`config.mk`:
```
export PLATFORM = sky130hd
export DESIGN_NAME = modbus_rtu_register_slave
export DESIGN_NICKNAME = d
export VERILOG_FILES = /design/src/modbus_pkg.sv /design/src/byte_fifo.sv /design/src/modbus_rtu_register_slave.sv
export SDC_FILE = /design/constraint.sdc
export NUM_CORES = 1
export LEC_CHECK = 0
export BUFFER_PORTS_ARGS = -buffer_cell sky130_fd_sc_hd__buf_2
export CORE_MARGIN = 2
export CORE_UTILIZATION = 50
export CTS_BUF_LIST = sky130_fd_sc_hd__clkbuf_4
export CTS_CLUSTER_SIZE = 20
export DETAILED_ROUTE_END_ITERATION = 10
export HOLD_SLACK_MARGIN = 0.1
export PLACE_DENSITY_LB_ADDON = 0.25
export SETUP_SLACK_MARGIN = 0.2
export SLEW_MARGIN = 10
export SYNTH_ARGS = -nofsm -noshare
export SYNTH_HDL_FRONTEND = slang
export SYNTH_SLANG_ARGS = --single-unit
```
`constraint.sdc`:
```
create_clock -name clk -period 9.33 [get_ports clk]
set_clock_uncertainty 0.05 [all_clocks]
set_input_delay 0.933 -clock clk [delete_from_list [all_inputs] [get_ports clk]]
set_output_delay 0.933 -clock clk [all_outputs]
set_load 0.02 [all_outputs]
```
`src/modbus_pkg.sv`:
```
/*
  Shared constants of the Modbus RTU slave: clock rate, line-rate divisors,
  station address default, function and exception codes, request byte layout,
  checksum constants and the responder state encoding.
  Assumes a single 250 MHz system clock.
*/
package modbus_pkg;
  localparam int CLK_HZ = 250_000_000;
  localparam int MIN_BAUD = 2_400;
  localparam int MAX_BAUD = 115_200;
  localparam int DEFAULT_BAUD = 19_200;
  localparam int BAUD_DIV_W = 17;
  localparam logic [BAUD_DIV_W-1:0] MAX_BAUD_DIV = BAUD_DIV_W'(CLK_HZ / MIN_BAUD);
  localparam logic [BAUD_DIV_W-1:0] MIN_BAUD_DIV = BAUD_DIV_W'(CLK_HZ / MAX_BAUD);
  localparam logic [BAUD_DIV_W-1:0] DEFAULT_BAUD_DIV = BAUD_DIV_W'(CLK_HZ / DEFAULT_BAUD);
  localparam logic [7:0] DEFAULT_STATION = 8'h2A;
  localparam logic [7:0] FC_READ = 8'h03;
  localparam logic [7:0] FC_WRITE = 8'h10;
  localparam logic [7:0] EXC_FLAG = 8'h80;
  localparam logic [7:0] EXC_ILLEGAL_FUNC = 8'h01;
  localparam logic [7:0] EXC_ILLEGAL_VALUE = 8'h03;
  localparam logic [15:0] CRC_INIT = 16'hFFFF;
  localparam logic [15:0] CRC_POLY = 16'hA001;
  localparam logic [15:0] MAX_READ_QTY = 16'h007D;
  localparam logic [8:0] POS_ADDR = 9'h000;
  localparam logic [8:0] POS_FC = 9'h001;
  localparam logic [8:0] POS_START_HI = 9'h002;
  localparam logic [8:0] POS_START_LO = 9'h003;
  localparam logic [8:0] POS_QTY_HI = 9'h004;
  localparam logic [8:0] POS_QTY_LO = 9'h005;
  localparam logic [8:0] POS_BCNT = 9'h006;
  localparam logic [8:0] POS_DATA = 9'h007;
  localparam logic [8:0] MIN_FRAME_LEN = 9'h004;
  localparam logic [8:0] READ_REQ_LEN = 9'h008;
  localparam logic [8:0] WRITE_HDR_LEN = 9'h009;
  localparam logic [5:0] SILENCE_BITS = 6'h27; // 3.5 characters of 11 bits, rounded up
  localparam logic [3:0] CHAR_DATA_BITS = 4'h8; // data plus parity bits minus one
  localparam logic [3:0] CHAR_TX_BITS = 4'hB;
  typedef enum logic [1:0] {R_IDLE = 2'b00, R_START = 2'b01, R_DATA = 2'b11, R_STOP = 2'b10} rx_state_type;
  typedef enum logic [3:0] {
    S_IDLE = 4'b0000, S_WRITE = 4'b0001, S_HEAD = 4'b0011, S_FETCH = 4'b0010, S_WAIT = 4'b0110,
    S_HI = 4'b0111, S_LO = 4'b0101, S_CRCL = 4'b0100, S_CRCH = 4'b1100
  } tx_state_type;
endpackage

```
`src/byte_fifo.sv`:
```
/*
  Small synchronous FIFO with valid/ready on both sides.
  Assumes one clock and a synchronous active-high reset.
*/
`timescale 1ns/1ps
`default_nettype none
module byte_fifo #(
  parameter int WIDTH = 8,
  parameter int DEPTH = 8
) (
  input wire logic clk, // system clock
  input wire logic rst, // synchronous reset
  input wire logic in_valid, // write request
  output logic in_ready, // space available
  input wire logic [WIDTH-1:0] in_data, // write data
  output logic out_valid, // data available
  input wire logic out_ready, // consumer takes head
  output logic [WIDTH-1:0] out_data // head of queue
);
  localparam int AW = $clog2(DEPTH);
  logic [WIDTH-1:0] mem_q [DEPTH];
  logic [AW:0] wr_ptr_q;
  logic [AW:0] rd_ptr_q;
  wire full = (wr_ptr_q[AW] != rd_ptr_q[AW]) && (wr_ptr_q[AW-1:0] == rd_ptr_q[AW-1:0]);
  wire empty = (wr_ptr_q == rd_ptr_q);
  wire push = in_valid && !full;
  wire pop = out_ready && !empty;
  assign in_ready = !full;
  assign out_valid = !empty;
  assign out_data = mem_q[rd_ptr_q[AW-1:0]];

  always_ff @(posedge clk) begin
    if (push) begin
      mem_q[wr_ptr_q[AW-1:0]] <= in_data;
    end
  end

  always_ff @(posedge clk) begin
    if (rst) begin
      wr_ptr_q <= '0;
      rd_ptr_q <= '0;
    end else begin
      if (push) wr_ptr_q <= wr_ptr_q + 1'b1;
      if (pop) rd_ptr_q <= rd_ptr_q + 1'b1;
    end
  end
endmodule // byte_fifo
`default_nettype wire

```
`src/modbus_rtu_register_slave.sv`:
```
/*
  Modbus RTU slave: character receiver with even parity, frame delimiting by
  line silence, CRC check, read-holding-register and write-multiple-register
  handling, exception answers, response FIFO and transmitter with driver enable.
  Assumes a holding-register store outside with a one-cycle synchronous read port,
  and an RS-485 transceiver whose driver is enabled by tx_oe.
*/
// Notes on behaviour
// - the line rate is set by a bit divisor anywhere from 2,400 to 115,200 baud, same rate as the master.
// - without a configured rate the link runs at 19,200 baud.
// - every value lives in one or more holding registers at consecutive addresses.
// - words go most significant first at the lowest address, each register high byte first.
// - function code 3 returns the contents of the requested holding registers.
// - function code 16 updates the addressed block of up to MAX_WR_REGS holding registers and is acknowledged; a larger block gets an exception.
// - no function other than codes 3 and 16 is ever carried out.
// - without a configured address the slave answers at station 42.
`timescale 1ns/1ps
`default_nettype none
module modbus_rtu_register_slave
  import modbus_pkg::*;
#(
  parameter int MAX_WR_REGS = 4,
  parameter int FIFO_DEPTH = 8,
  // smallest accepted bit divisor; a lower floor only makes sense with a slower clock
  parameter int MIN_DIV = int'(MIN_BAUD_DIV)
) (
  input wire logic clk, // 250 MHz system clock
  input wire logic rst, // synchronous reset, active high
  input wire logic rx, // received line level
  output logic tx, // transmit line level
  output logic tx_oe, // transceiver driver enable
  input wire logic baud_cfg_en, // use baud_cfg_div instead of default rate
  input wire logic [modbus_pkg::BAUD_DIV_W-1:0] baud_cfg_div, // clocks per bit
  input wire logic station_cfg_en, // use station_cfg instead of default address
  input wire logic [7:0] station_cfg, // configured station address
  output logic rd_en, // holding register read strobe
  output logic [15:0] rd_addr, // holding register read address
  input wire logic [15:0] rd_data, // read word, valid the cycle after rd_en
  output logic wr_en, // holding register write strobe
  output logic [15:0] wr_addr, // holding register write address
  output logic [15:0] wr_data // holding register write word
);
  import modbus_pkg::*;

  // out-of-range divisors fall back to the default so a bad setting cannot hang the link
  wire div_in_range = (baud_cfg_div >= BAUD_DIV_W'(MIN_DIV)) && (baud_cfg_div <= MAX_BAUD_DIV);
  wire [BAUD_DIV_W-1:0] bit_div = (baud_cfg_en && div_in_range) ? baud_cfg_div : DEFAULT_BAUD_DIV;
  wire [BAUD_DIV_W-1:0] half_div = {1'b0, bit_div[BAUD_DIV_W-1:1]};
  wire [7:0] station = station_cfg_en ? station_cfg : DEFAULT_STATION;

  function automatic logic [15:0] crc_step(input logic [15:0] crc, input logic [7:0] data);
    logic [15:0] c;
    c = crc ^ {8'h00, data};
    for (int i = 0; i < 8; i++) begin
      c = c[0] ? ((c >> 1) ^ CRC_POLY) : (c >> 1);
    end
    return c;
  endfunction

  rx_state_type rx_state_q;
  tx_state_type st_q;
  logic [BAUD_DIV_W-1:0] rx_cnt_q;
  logic [3:0] rx_nbit_q;
  logic [8:0] rx_shift_q;
  logic [BAUD_DIV_W-1:0] idle_cnt_q;
  logic [5:0] idle_bits_q;
  logic frame_active_q;
  logic frame_bad_q;
  logic [8:0] byte_idx_q;
  logic [15:0] rx_crc_q;
  logic [7:0] f_addr_q, f_fc_q, f_bcnt_q;
  logic [15:0] f_start_q, f_qty_q;
  logic [8*2*MAX_WR_REGS-1:0] wbuf_q;
  logic tx_busy;

  // receiver: half-bit start check, then 8 data bits and parity, then stop
  wire rx_cnt_done = (rx_cnt_q == '0);
  wire char_done = (rx_state_q == R_STOP) && rx_cnt_done;
  wire char_ok = char_done && rx && !(^rx_shift_q);
  wire [7:0] rx_byte = rx_shift_q[7:0];
  wire idle_tick = (rx_state_q == R_IDLE) && (idle_cnt_q == bit_div - 1'b1);
  wire frame_end = frame_active_q && (idle_bits_q == SILENCE_BITS);
  wire line_free = (st_q == S_IDLE) && !tx_busy;

  always_ff @(posedge clk) begin
    if (rst) begin
      rx_state_q <= R_IDLE;
      rx_cnt_q <= '0;
      rx_nbit_q <= '0;
      rx_shift_q <= '0;
    end else begin
      rx_cnt_q <= rx_cnt_done ? bit_div - 1'b1 : rx_cnt_q - 1'b1;
      case (rx_state_q)
        R_IDLE: begin
          rx_cnt_q <= half_div;
          if (!rx && line_free) rx_state_q <= R_START;
        end
        R_START: if (rx_cnt_done) begin
          rx_state_q <= rx ? R_IDLE : R_DATA;
          rx_nbit_q <= '0;
        end
        R_DATA: if (rx_cnt_done) begin
          rx_shift_q <= {rx, rx_shift_q[8:1]};
          rx_nbit_q <= rx_nbit_q + 1'b1;
          if (rx_nbit_q == CHAR_DATA_BITS) rx_state_q <= R_STOP;
        end
        R_STOP: if (rx_cnt_done) rx_state_q <= R_IDLE;
        default: rx_state_q <= R_IDLE;
      endcase
    end
  end

  // silence counter in bit times delimits frames
  always_ff @(posedge clk) begin
    if (rst || rx_state_q != R_IDLE) begin
      idle_cnt_q <= '0;
      idle_bits_q <= '0;
    end else begin
      idle_cnt_q <= idle_tick ? '0 : idle_cnt_q + 1'b1;
      if (idle_tick && idle_bits_q != SILENCE_BITS) idle_bits_q <= idle_bits_q + 1'b1;
    end
  end

  wire [8:0] cur_idx = frame_active_q ? byte_idx_q : POS_ADDR;
  wire [15:0] crc_base = frame_active_q ? rx_crc_q : CRC_INIT;

  always_ff @(posedge clk) begin
    if (rst) begin
      frame_active_q <= 1'b0;
      frame_bad_q <= 1'b0;
      byte_idx_q <= '0;
      rx_crc_q <= CRC_INIT;
      f_addr_q <= '0;
      f_fc_q <= '0;
      f_bcnt_q <= '0;
      f_start_q <= '0;
      f_qty_q <= '0;
    end else if (char_done) begin
      frame_active_q <= 1'b1;
      frame_bad_q <= (frame_active_q && frame_bad_q) || !char_ok;
      rx_crc_q <= crc_step(crc_base, rx_byte);
      if (cur_idx != '1) byte_idx_q <= cur_idx + 1'b1;
      if (cur_idx == POS_ADDR) f_addr_q <= rx_byte;
      if (cur_idx == POS_FC) f_fc_q <= rx_byte;
      if (cur_idx == POS_START_HI) f_start_q[15:8] <= rx_byte;
      if (cur_idx == POS_START_LO) f_start_q[7:0] <= rx_byte;
      if (cur_idx == POS_QTY_HI) f_qty_q[15:8] <= rx_byte;
      if (cur_idx == POS_QTY_LO) f_qty_q[7:0] <= rx_byte;
      if (cur_idx == POS_BCNT) f_bcnt_q <= rx_byte;
    end else if (frame_end) begin
      frame_active_q <= 1'b0;
    end
  end

  // write payload is staged until the checksum proves the frame good
  genvar gi;
  generate
    for (gi = 0; gi < 2 * MAX_WR_REGS; gi++) begin : g_wbuf
      always_ff @(posedge clk) begin
        if (rst) wbuf_q[8*gi +: 8] <= '0;
        else if (char_done && cur_idx == POS_DATA + 9'(gi)) wbuf_q[8*gi +: 8] <= rx_byte;
      end
    end
  endgenerate

  // request decode at the end of a frame
  wire frame_ok = !frame_bad_q && (rx_crc_q == 16'h0000) && (f_addr_q == station) && (byte_idx_q >= MIN_FRAME_LEN);
  wire is_rd = (f_fc_q == FC_READ);
  wire is_wr = (f_fc_q == FC_WRITE);
  wire rd_len_ok = (byte_idx_q == READ_REQ_LEN);
  wire wr_len_ok = (byte_idx_q == WRITE_HDR_LEN + {1'b0, f_bcnt_q});
  wire rd_qty_ok = (f_qty_q != '0) && (f_qty_q <= MAX_READ_QTY);
  wire wr_qty_ok = (f_qty_q != '0) && (f_qty_q <= 16'(MAX_WR_REGS)) && (f_bcnt_q == {f_qty_q[6:0], 1'b0});
  wire accept = line_free && frame_end && frame_ok;
  wire take_rd = accept && is_rd && rd_len_ok && rd_qty_ok;
  wire take_wr = accept && is_wr && wr_len_ok && wr_qty_ok;
  wire exc_val = accept && ((is_rd && rd_len_ok && !rd_qty_ok) || (is_wr && wr_len_ok && !wr_qty_ok));
  wire exc_fn = accept && !is_rd && !is_wr;

  // responder
  logic [47:0] hdr_q;
  logic [2:0] hleft_q;
  logic do_read_q;
  logic [15:0] idx_q;
  logic [15:0] tx_crc_q;
  logic rd_en_q, wr_en_q;
  logic [15:0] rd_addr_q, wr_addr_q, wr_data_q;

  wire last_reg = (idx_q == f_qty_q - 1'b1);
  wire [15:0] reg_addr = f_start_q + idx_q;
  wire [7:0] push_byte = (st_q == S_HEAD) ? hdr_q[47:40] :
                         (st_q == S_HI) ? rd_data[15:8] :
                         (st_q == S_LO) ? rd_data[7:0] :
                         (st_q == S_CRCL) ? tx_crc_q[7:0] : tx_crc_q[15:8];
  wire push_valid = (st_q == S_HEAD) || (st_q == S_HI) || (st_q == S_LO) || (st_q == S_CRCL) || (st_q == S_CRCH);
  logic push_ready;
  wire push_fire = push_valid && push_ready;

  always_ff @(posedge clk) begin
    if (rst) begin
      st_q <= S_IDLE;
      hdr_q <= '0;
      hleft_q <= '0;
      do_read_q <= 1'b0;
      idx_q <= '0;
      tx_crc_q <= CRC_INIT;
      rd_en_q <= 1'b0;
      wr_en_q <= 1'b0;
      rd_addr_q <= '0;
      wr_addr_q <= '0;
      wr_data_q <= '0;
    end else begin
      rd_en_q <= 1'b0;
      wr_en_q <= 1'b0;
      // the checksum bytes themselves must not fold into the checksum
      if (push_fire && st_q != S_CRCL && st_q != S_CRCH) tx_crc_q <= crc_step(tx_crc_q, push_byte);
      case (st_q)
        S_IDLE: begin
          idx_q <= '0;
          tx_crc_q <= CRC_INIT;
          do_read_q <= take_rd;
          if (take_rd) begin
            hdr_q <= {f_addr_q, FC_READ, f_qty_q[6:0], 1'b0, 24'h000000};
            hleft_q <= 3'h3;
            st_q <= S_HEAD;
          end else if (take_wr) begin
            hdr_q <= {f_addr_q, FC_WRITE, f_start_q, f_qty_q};
            hleft_q <= 3'h6;
            st_q <= S_WRITE;
          end else if (exc_val || exc_fn) begin
            hdr_q <= {f_addr_q, f_fc_q | EXC_FLAG, exc_fn ? EXC_ILLEGAL_FUNC : EXC_ILLEGAL_VALUE, 24'h000000};
            hleft_q <= 3'h3;
            st_q <= S_HEAD;
          end
        end
        S_WRITE: begin
          wr_en_q <= 1'b1;
          wr_addr_q <= reg_addr;
          wr_data_q <= {wbuf_q[16*idx_q[5:0] +: 8], wbuf_q[16*idx_q[5:0] + 8 +: 8]};
          idx_q <= last_reg ? '0 : idx_q + 1'b1;
          if (last_reg) st_q <= S_HEAD;
        end
        S_HEAD: if (push_fire) begin
          hdr_q <= {hdr_q[39:0], 8'h00};
          hleft_q <= hleft_q - 1'b1;
          if (hleft_q == 3'h1) st_q <= do_read_q ? S_FETCH : S_CRCL;
        end
        S_FETCH: begin
          rd_en_q <= 1'b1;
          rd_addr_q <= reg_addr;
          st_q <= S_WAIT;
        end
        S_WAIT: st_q <= S_HI;
        S_HI: if (push_fire) st_q <= S_LO;
        S_LO: if (push_fire) begin
          idx_q <= idx_q + 1'b1;
          st_q <= last_reg ? S_CRCL : S_FETCH;
        end
        S_CRCL: if (push_fire) st_q <= S_CRCH;
        S_CRCH: if (push_fire) st_q <= S_IDLE;
        default: st_q <= S_IDLE;
      endcase
    end
  end

  assign rd_en = rd_en_q;
  assign rd_addr = rd_addr_q;
  assign wr_en = wr_en_q;
  assign wr_addr = wr_addr_q;
  assign wr_data = wr_data_q;

  // response bytes queue here; the slow transmitter back-pressures the responder
  logic fifo_valid;
  logic [7:0] fifo_data;
  logic [3:0] tx_nbit_q;
  logic [10:0] tx_shift_q;
  logic [BAUD_DIV_W-1:0] tx_cnt_q;
  logic tx_q, tx_oe_q;
  wire tx_load = fifo_valid && !tx_busy;
  assign tx_busy = (tx_nbit_q != '0);

  byte_fifo #(.WIDTH(8), .DEPTH(FIFO_DEPTH)) u_fifo (
    .clk(clk),
    .rst(rst),
    .in_valid(push_valid),
    .in_ready(push_ready),
    .in_data(push_byte),
    .out_valid(fifo_valid),
    .out_ready(tx_load),
    .out_data(fifo_data)
  );

  always_ff @(posedge clk) begin
    if (rst) begin
      tx_nbit_q <= '0;
      tx_shift_q <= '1;
      tx_cnt_q <= '0;
      tx_q <= 1'b1;
      tx_oe_q <= 1'b0;
    end else begin
      tx_oe_q <= tx_busy || fifo_valid || (st_q != S_IDLE && st_q != S_WRITE);
      if (tx_load) begin
        tx_shift_q <= {1'b1, ^fifo_data, fifo_data, 1'b0};
        tx_nbit_q <= CHAR_TX_BITS;
        tx_cnt_q <= '0;
      end else if (tx_busy) begin
        if (tx_cnt_q == '0) begin
          tx_q <= tx_shift_q[0];
          tx_shift_q <= {1'b1, tx_shift_q[10:1]};
          tx_cnt_q <= bit_div - 1'b1;
        end else begin
          tx_cnt_q <= tx_cnt_q - 1'b1;
          if (tx_cnt_q == 1 && tx_nbit_q != '0) tx_nbit_q <= tx_nbit_q - 1'b1;
        end
      end
    end
  end

  assign tx = tx_q;
  assign tx_oe = tx_oe_q;
endmodule // modbus_rtu_register_slave
`default_nettype wire

```
# ---- Word-level counts from Yosys, hierarchy flattened
# Memories as Yosys holds them, arrays and structs flattened. A register that Yosys moved wholly into a read port is not among the register bits.
# Cells that the tools add are included.
dict set report word_totals {
  register_bits 381
  ram_bits 64
  wordCells 337
  mem_count 1
}
# memory depth width read_ports rd_ports_with_merged_regs wr line
set memory_table {}
lappend memory_table {u_fifo.mem_q 8 8 1 1 1 byte_fifo.sv:21} ;# logic [WIDTH-1:0] mem_q [DEPTH];
dict set report classes {
  muxes 79
  addsub 16
  n_shift 2
  n_eq_ne 59
  bitwise 20
  magnitude_cmp 5
  n_reduce_logical 110
}
# op n
set ops {}
lappend ops {{$mux 16} 20}
lappend ops {{$mux 48} 4}
lappend ops {{$pmux 48 s2} 1}
lappend ops {{$eq 9x4->1 const B} 8}
lappend ops {{$mux 4} 16}
lappend ops {{$shiftx 64x11->8} 1}
lappend ops {{$shiftx 64x12->8} 1}
lappend ops {{$mux 17} 3}
lappend ops {{$sub 17x1->17 const B} 3}
lappend ops {{$logic_and 1x1->1} 48}
lappend ops {{$not 2->3} 16}
lappend ops {{$pmux 16 s3} 1}
lappend ops {{$mux 8} 5}
lappend ops {{$eq 9x3->1 const B} 4}
lappend ops {{$pmux 4 s9} 1}
lappend ops {{$logic_not 17->1} 2}
lappend ops {{$xor 16x8->16} 2}
lappend ops {{$mux 10} 3}
lappend ops {{$mux 3} 8}
lappend ops {{$reduce_and 2->1} 11}
lappend ops {{$ne 2x2->1 const B} 10}
lappend ops {{$eq 9x2->1 const B} 2}
lappend ops {{$add 17x1->17 const B} 1}
lappend ops {{$eq 17x1->1 const B} 1}
lappend ops {{other kinds (62)} 119}

# ---- Depth between registers and ports, before layout
# Gate-level depths: netlist (run 1).
dict set report logic_depth {
  word_depth 22
  mapped_depth 18
  mapped_depth_nobuf 14
}

# ---- Cells and area by module
# A second synthesis (run 1) with hierarchy kept.
dict set report hier_totals {
  cells_unflattened 2678
  area_unflattened_um2 22881.9
}
# module instances cells_each seq_area_each_um2 area_per_inst_um2
set by_module_without_submodules {}
lappend by_module_without_submodules {modbus_rtu_register_slave 1 2500 7467.2 19706.4}
lappend by_module_without_submodules {byte_fifo 1 178 2142.1 3175.5}

# ---- Worst setup path after synthesis (run 1)
# Ideal clock, no wire load.
dict set report synth_timing {
  kind {input to register}
  start {input port baud_cfg_div[11] (netlist name)}
  end {register idle_cnt_q[10]}
  required_ns 9.165
  path_slack_ns 4.424
  cell_stages 18
  arrival_time_ns 4.742
  path_cell_list {buf_2 > nand4b_4 > or4_1 > a311o_1 > buf_2 > a21oi_2 > nand2_1 > ha_1 > clkbuf_1 > nand2_1 > xor2_1 > nor3b_1 > o21ai_0 > a2111oi_0 > nand4_1 > o21ai_2 > buf_4 > nor2_1}
}
dict set report synth_via {
  elab_chain_len 8
  word_cells_on_any_way 9
}
# item line
set synth_lines {}
lappend synth_lines {{start: declaration} modbus_rtu_register_slave.sv:33} ;# input wire logic [modbus_pkg::BAUD_DIV_W-1:0] baud_cfg_div,
lappend synth_lines {{$ge 17x12->1 / $le 17x17->1 (equally long branches)} modbus_rtu_register_slave.sv:46} ;# wire div_in_range = (baud_cfg_div >= BAUD_DIV_W'(MIN_DIV)) && (baud_cfg_div <= MAX_BAUD_DIV);
lappend synth_lines {{$logic_and 1x1->1} modbus_rtu_register_slave.sv:46}
lappend synth_lines {{$logic_and 1x1->1} modbus_rtu_register_slave.sv:47} ;# wire [BAUD_DIV_W-1:0] bit_div = (baud_cfg_en && div_in_range) ? baud_cfg_div : DEFAULT_BAUD_DIV;
lappend synth_lines {{$mux 17 *} modbus_rtu_register_slave.sv:47}
lappend synth_lines {{$sub 17x1->17 *} modbus_rtu_register_slave.sv:81} ;# wire idle_tick = (rx_state_q == R_IDLE) && (idle_cnt_q == bit_div - 1'b1);
lappend synth_lines {{$eq 17x17->1 *} modbus_rtu_register_slave.sv:81}
lappend synth_lines {{$logic_and 1x1->1 *} modbus_rtu_register_slave.sv:81}
lappend synth_lines {{$reduce_or 2->1 (no line) *} -}
lappend synth_lines {{end signal: assignment} modbus_rtu_register_slave.sv:119} ;# idle_cnt_q <= idle_tick ? '0 : idle_cnt_q + 1'b1;
lappend synth_lines {{end: declaration} modbus_rtu_register_slave.sv:65} ;# logic [BAUD_DIV_W-1:0] idle_cnt_q;
# Mark *: on every way between the ends. The rest lies on a longest branch, timed or not.
# A chain may end at the register's enable or synchronous reset.

# ---- Worst setup path in the final report (run 1)
dict set report layout_timing {
  start {input port baud_cfg_div[12] (netlist name)}
  end {register idle_cnt_q[5]}
}
# Same word-level chain as after synthesis.

==> results of run 1 <==
[synthesized netlist by cell type, types with 5 or more instances]
library cell | n | area (um^2)
nand3_1 | 69 | 345.3
nand3b_1 | 9 | 67.56
nor4_1 | 25 | 156.4
a22o_1 | 11 | 96.34
a211oi_1 | 37 | 277.8
nor2b_1 | 24 | 150.1
inv_1 | 54 | 202.7
nand4_1 | 25 | 156.4
a21o_1 | 10 | 75.07
a31oi_1 | 20 | 125.1
o211ai_1 | 40 | 300.3
xor2_1 | 82 | 718.2
or3_1 | 32 | 200.2
or2_2 | 7 | 43.79
mux2_2 | 6 | 67.56
dfxtp_1 | 384 | 7687
and2_1 | 16 | 100.1
a2111oi_0 | 8 | 70.07
a221oi_1 | 7 | 61.31
nor2_1 | 264 | 991.0
xnor2_1 | 103 | 902.1
nor3_1 | 54 | 270.3
buf_1 | 11 | 41.29
a311oi_1 | 13 | 113.9
o31ai_1 | 11 | 82.58
mux2i_1 | 62 | 620.6
a21oi_1 | 204 | 1021
a22oi_1 | 28 | 210.2
o21a_1 | 9 | 67.56
buf_4 | 5 | 37.54
nor3b_1 | 17 | 127.6
nand2b_1 | 14 | 87.58
mux4_2 | 32 | 720.7
buf_2 | 11 | 55.05
and3_1 | 25 | 156.4
or4_1 | 11 | 82.58
o21ai_0 | 93 | 465.5
clkbuf_1 | 153 | 574.3
ha_1 | 38 | 475.5
edfxtp_1 | 64 | 1922
nand2_1 | 478 | 1794
[flip-flops by register name (all words and copies together), names as in the netlist, 10 cells and up, named ones only]
signal and count:
hdr_q 48, u_fifo.mem_q 64, f_qty_q 16, tx_shift_q 10, idx_q 16, f_start_q 16
tx_crc_q 16, tx_cnt_q 17, rd_addr 16, rx_crc_q 16, rx_cnt_q 17, wr_data 16
wbuf_q 64, idle_cnt_q 17, wr_addr 16
[cells by family after synthesis]
logic type | Yosys count
buf+inv | 235
compound gates | 543
xor+xnor | 187
mux | 100
flops | 448
fa+ha+maj | 39
simple gates | 1097
[final timing paths]
kind,start,endpoint,slack [ns],depth (start not counted)
max reg2reg,rx_cnt_q[0],wbuf_q[15],4.63,11
max,baud_cfg_div[12],idle_cnt_q[5],4.50,15
min,rx,rx_shift_q[8],0.31,3
min reg2reg,wbuf_q[33],wbuf_q[33],0.40,2
[metal layers]
layer / part of all wire [%] / wire (um)
met1: 44 / 27020
met2: 47 / 28500
met3: 6.2 / 3762
met4: 2.5 / 1500
met5: 0 / 0
[through the flow]
| stage | hold WS [ns] | setup slack [ns] | util (%) | cell area, um^2 | power, W |
|---|---|---|---|---|---|
| after floorplan | 0.3787 | 4.424 | - | 22530 | 0.003350 |
| after global placement | 0.3854 | 3.703 | 52.56 | 23290 | 0.003683 |
| after detailed placement | 0.3938 | 3.690 | 52.56 | 23290 | 0.003711 |
| after CTS | 0.2434 | 4.612 | 56.09 | 24860 | 0.005482 |
| after global routing | 0.2609 | 4.034 | 56.11 | 24870 | 0.005775 |
| final | 0.3075 | 4.499 | 56.12 | 24870 | 0.005449 |
[worst min-delay path, cell delays in order]
cell and delay, ns:
buf_2 0.13, nand2_1 0.05, a21oi_1 0.05
[power breakdown]
part           switching (W)  total, W  internal [W]
Clock               0.000822   0.00176      0.000938
Sequential          0.000144   0.00227       0.00213
Combinational       0.000889   0.00142      0.000532
Total                0.00185   0.00545       0.00360
[final cells by class]
cell class                      instances  area [um^2]
Timing Repair Buffer                  123        689.4
Inverter                               55        206.4
Antenna cell                            5        12.51
Clock buffer                          188         1411
Fill cell                            4094        19440
Clock inverter                         27        153.9
Multi-Input combinational cell       1966        12050
Sequential cell                       448         9609
Tap cell                              592        740.7
==> impl_metrics.csv, run 1 <==
group,metric,value,unit
clock_tree,cts.sinks,448,
yosys,synth_nets,2734,
detailed_routing,ant_nets,0,
yosys,synth-seq-area-share,42.65,%
clock_tree,cts_buffer_depth,3,
placement,placedCellCount,3184,
detailed_routing,via_count,19630,
yosys,ys_ff_latch,448,
yosys,async_reset_ff_share,0,%
power_and_ir_drop,peakVddDrop,131.3,uV
timing,max_freq,0.2070,GHz
yosys,ys_warn_count,0,
floorplanning,core_area,44320,um^2
final_layout,layout_commonest_cell,"nand2_1",
yosys,syn_area,22530,um^2
critical_path,arrival,5.52,ns
job,maxCapViolations,0,
floorplanning,start_util,50.84,%
yosys,synth_ff_type,"dfxtp_1",
global_routing,grt-ovfl-total,0,
critical_path,critPathTopFamily,"compound AO/OA/AOI/OAI gates",
critical_path,crit_type,"in -> reg",
yosys,synth_xor_area_share,7.391,%
detailed_routing,avgRoutedWirePerCell,17.86,um
timing,setup_violations,0,
power_and_ir_drop,p_leak,9.481,nW
floorplanning,dieWidth,216.3,um
clock_tree,clk_pin_slew,0.07,ns
clock_tree,post-cts-setup-buffers,0,
clock_tree,h-tree-depth,3,
critical_path,critical_path_required,10.02,ns
final_layout,layout-drive-gt1-share,14.14,%
critical_path,critPathMaxFanout,17,
detailed_routing,routed_wl,60780,um
yosys,netlist_instances,2649,
placement,dp_hpwl,41270,um
timing,fin_crit,4.831,ns
critical_path,cp_common_cell,"nand2_1",
critical_path,worstPathCellList,"buf_2, nand4b_4, or4_1, a311o_1, a21oi_2, nand2_1, ha_1, nand2_1, xor2_1, nor3b_1, o21ai_0, a2111oi_0, nand4_1, o21ai_2, nor2_1",
power_and_ir_drop,powerDensity,219.1,nW/um^2
critical_path,cp_slowest_cell,"o21ai_2",
detailed_routing,vias_per_cell,5.767,
detailed_routing,post-route-drc-count,0,
clock_tree,cts_resized,0,
floorplanning,pin_count,98,
timing,drv_slew,0,
global_routing,grt_antenna_before_repair,2,
floorplanning,rows,77,
floorplanning,die_h,216.3,um
timing,hold_violations,0,
detailed_routing,firstDrtPassIters,8,
global_routing,busiest_layer,"met2",
timing,tightest_slew,1.228,ns
yosys,synth_top_family_by_area,"simple AND/OR/NAND/NOR gates",
global_routing,track_usage,26.09,%
critical_path,path_buf_inv,1,
critical_path,critPathCaptureType,"register",
yosys,synth_edf_count,64,
final_layout,fin_nets,2797,
placement,io_buffer_count,97,
yosys,synth.area.mux_share,6.252,%
detailed_routing,drt_iter0_drc,1490,
clock_tree,numCtsBuffers,118,
clock_tree,root_buffer,"clkbuf_4",
clock_tree,insertion_delay,0.90,ns
timing,fin_crit_sh,51.78,%
timing,fin_setup_tns,0,ns
floorplanning,dieArea,46780,um^2
placement,gp_congestion,0.9070,
yosys,synth_compound_area_share,15.21,%
critical_path,slowest_delay,0.57,ns
outcome,status,"finished clean",
yosys,synth-simple-area-share,22.24,%
global_routing,first_global_vias,19150,
critical_path,cp-start-kind,"input pin",
clock_tree,hold_buffers,0,
final_layout,final_cell_mix,"478 x nand2_1, 384 x dfxtp_1, 264 x nor2_1",
hold_path,hold_path_class,"in -> reg",
final_layout,stdcell_count,3404,
yosys,synth_fa_ha_area_share,2.199,%
yosys,syn_avg_cell_area,8.506,um^2
global_routing,use_met3,4.604,%
global_routing,use_met2,42.59,%
yosys,synth_cell_type_count,85,
timing,relSlewSlack,15.99,%
timing,rsz0062_at_grt,"false",
final_layout,syn2layout_area_growth,10.38,%
global_routing,met1_usage,34.72,%
global_routing,grt_start_max_net_pins,98,
global_routing,grt_pass1_wl,99800,um
clock_tree,tritoncts,"yes",
(Power assumes the default switching activity.)
==> run 2: changes to the inputs <==
==> constraint.sdc (replaced) <==
create_clock -name clk -period 4.4 [get_ports clk]
set_clock_uncertainty 0.05 [all_clocks]
set_input_delay 0.44 -clock clk [delete_from_list [all_inputs] [get_ports clk]]
set_output_delay 0.44 -clock clk [all_outputs]
set_load 0.02 [all_outputs]
==> impl_metrics.csv, run 2 (synthesis results as in run 1) <==
group,metric,value,unit
power_and_ir_drop,peakVddDrop,257.4,uV
clock_tree,cts.sinks,448,
final_layout,stdcell_count,3447,
timing,tightest_slew,1.185,ns
global_routing,grt-ovfl-total,0,
clock_tree,insertion_delay,0.87,ns
global_routing,grt_start_max_net_pins,189,
timing,setup_violations,0,
detailed_routing,via_count,19760,
floorplanning,die_h,216.3,um
critical_path,cp-start-kind,"input pin",
clock_tree,post-cts-setup-buffers,0,
clock_tree,tritoncts,"yes",
global_routing,first_global_vias,19090,
clock_tree,h-tree-depth,3,
clock_tree,cts_buffer_depth,3,
final_layout,final_cell_mix,"476 x nand2_1, 384 x dfxtp_1, 264 x nor2_1",
power_and_ir_drop,p_leak,9.708,nW
detailed_routing,post-route-drc-count,0,
power_and_ir_drop,powerDensity,455.9,nW/um^2
detailed_routing,firstDrtPassIters,8,
final_layout,layout-drive-gt1-share,14.70,%
clock_tree,numCtsBuffers,116,
critical_path,critPathTopFamily,"simple AND/OR/NAND/NOR gates",
placement,gp_congestion,0.9017,
floorplanning,dieArea,46780,um^2
critical_path,cp_slowest_cell,"dlygate4sd3_1",
floorplanning,dieWidth,216.3,um
job,maxCapViolations,0,
floorplanning,start_util,50.84,%
timing,relSlewSlack,20.97,%
timing,fin_crit,3.945,ns
placement,placedCellCount,3219,
placement,dp_hpwl,41130,um
placement,io_buffer_count,97,
critical_path,path_buf_inv,2,
hold_path,hold_path_class,"in -> reg",
final_layout,syn2layout_area_growth,12.38,%
timing,fin_setup_tns,0,ns
power_and_ir_drop,power_frac_comb,27.7,%
detailed_routing,ant_nets,0,
clock_tree,clk_pin_slew,0.06,ns
critical_path,crit_type,"in -> reg",
floorplanning,core_area,44320,um^2
critical_path,critPathMaxFanout,8,
power_and_ir_drop,switching_share,33.90,%
clock_tree,root_buffer,"clkbuf_4",
power_and_ir_drop,p_sw,0.003914,W
timing,fin_crit_sh,89.65,%
power_and_ir_drop,p_seq_share,40.9,%
global_routing,grt_antenna_before_repair,2,
outcome,status,"finished clean",
global_routing,track_usage,25.82,%
detailed_routing,avgRoutedWirePerCell,17.65,um
critical_path,slowest_delay,0.54,ns
timing,hold_violations,0,
floorplanning,pin_count,98,
final_layout,layout_commonest_cell,"nand2_1",
floorplanning,rows,77,
timing,max_freq,0.2535,GHz
critical_path,cp_common_cell,"nand2_1",
detailed_routing,routed_wl,60840,um
critical_path,critPathCaptureType,"register",
power_and_ir_drop,internal-power,0.007630,W
timing,whs,0.2271,ns
critical_path,critical_path_required,5.07,ns
detailed_routing,drt_iter0_drc,1412,
critical_path,arrival,4.62,ns
power_and_ir_drop,p_total,0.01154,W
timing,rsz0062_at_grt,"false",
critical_path,worstPathCellList,"dlygate4sd3_1, buf_2, nand4b_4, or4_1, a311o_1, a21oi_4, nand2_1, ha_1, nand2_1, xnor2_1, a211o_1, xor2_1, a2111oi_0, and4bb_4, nand4_1, mux2i_1",
power_and_ir_drop,clkPwrFrac,31.4,%
detailed_routing,vias_per_cell,5.734,
final_layout,fin_nets,2850,
timing,drv_slew,0,
global_routing,grt_pass1_wl,98560,um
[run 2: tightest hold or removal path: cells and delay by family]
kind | cells | cell delay (ns)
buffers and inverters | 1 | 0.08
multiplexers | 1 | 0.16
AND/OR/NAND/NOR | 2 | 0.26
[run 2: routing by layer]
metal / track usage (%) / part of all wire, %
met1: 33.61 / 44
met2: 43.16 / 48
met3: 4.561 / 5.6
met4: 9.201 / 2.6
met5: 0 / 0
[run 2: worst paths after layout]
| kind | from | endpoint | slack, ns | depth (start not counted) |
|---|---|---|---|---|
| worst max-delay path | baud_cfg_div[11] | idle_bits_q[0] | 0.46 | 16 |
| worst max register to register | rx_cnt_q[0] | byte_idx_q[3] | 0.53 | 12 |
| worst min register to register | wbuf_q[34] | wbuf_q[34] | 0.40 | 2 |
| worst min-delay path | rd_data[11] | u_fifo.mem_q[0][3] | 0.23 | 4 |
[run 2: power by group through the flow]
stage | clock network [W] | registers, W | logic, W
finish | 0.00362 | 0.00472 | 0.00320
global route | 0.00392 | 0.00476 | 0.00351
CTS | 0.00371 | 0.00472 | 0.00317
detailed placement | 0 | 0.00481 | 0.00314
global placement | 0 | 0.00480 | 0.00308
floorplan | 0 | 0.00475 | 0.00236
[run 2: final cells by class]
type	count	area, um^2
fillers	4038	19000
multi-input cells	1966	12070
flip-flops and latches	448	9609
clock buffers	175	1314
repair buffers	178	1190
well taps	592	740.7
inverters	55	206.4
clock inverters	29	177.7
diodes	4	10.01
[run 2: what timing repair did]
action / in CTS / in global routing
hold buffers: 20 / 0
gates resized for setup: 0 / 2
endpoints found under the hold margin: 92 / 0
endpoints found under the setup margin: 0 / 12
[run 2: metrics by stage]
step	setup slack [ns]	util, %	area [um^2]
after floorplan	0.2003	-	22560
after global placement	0.2205	53.27	23610
after detailed placement	0.1936	53.29	23620
after CTS	0.5583	57.11	25310
after global routing	0.2723	57.13	25320
final	0.4553	57.14	25320
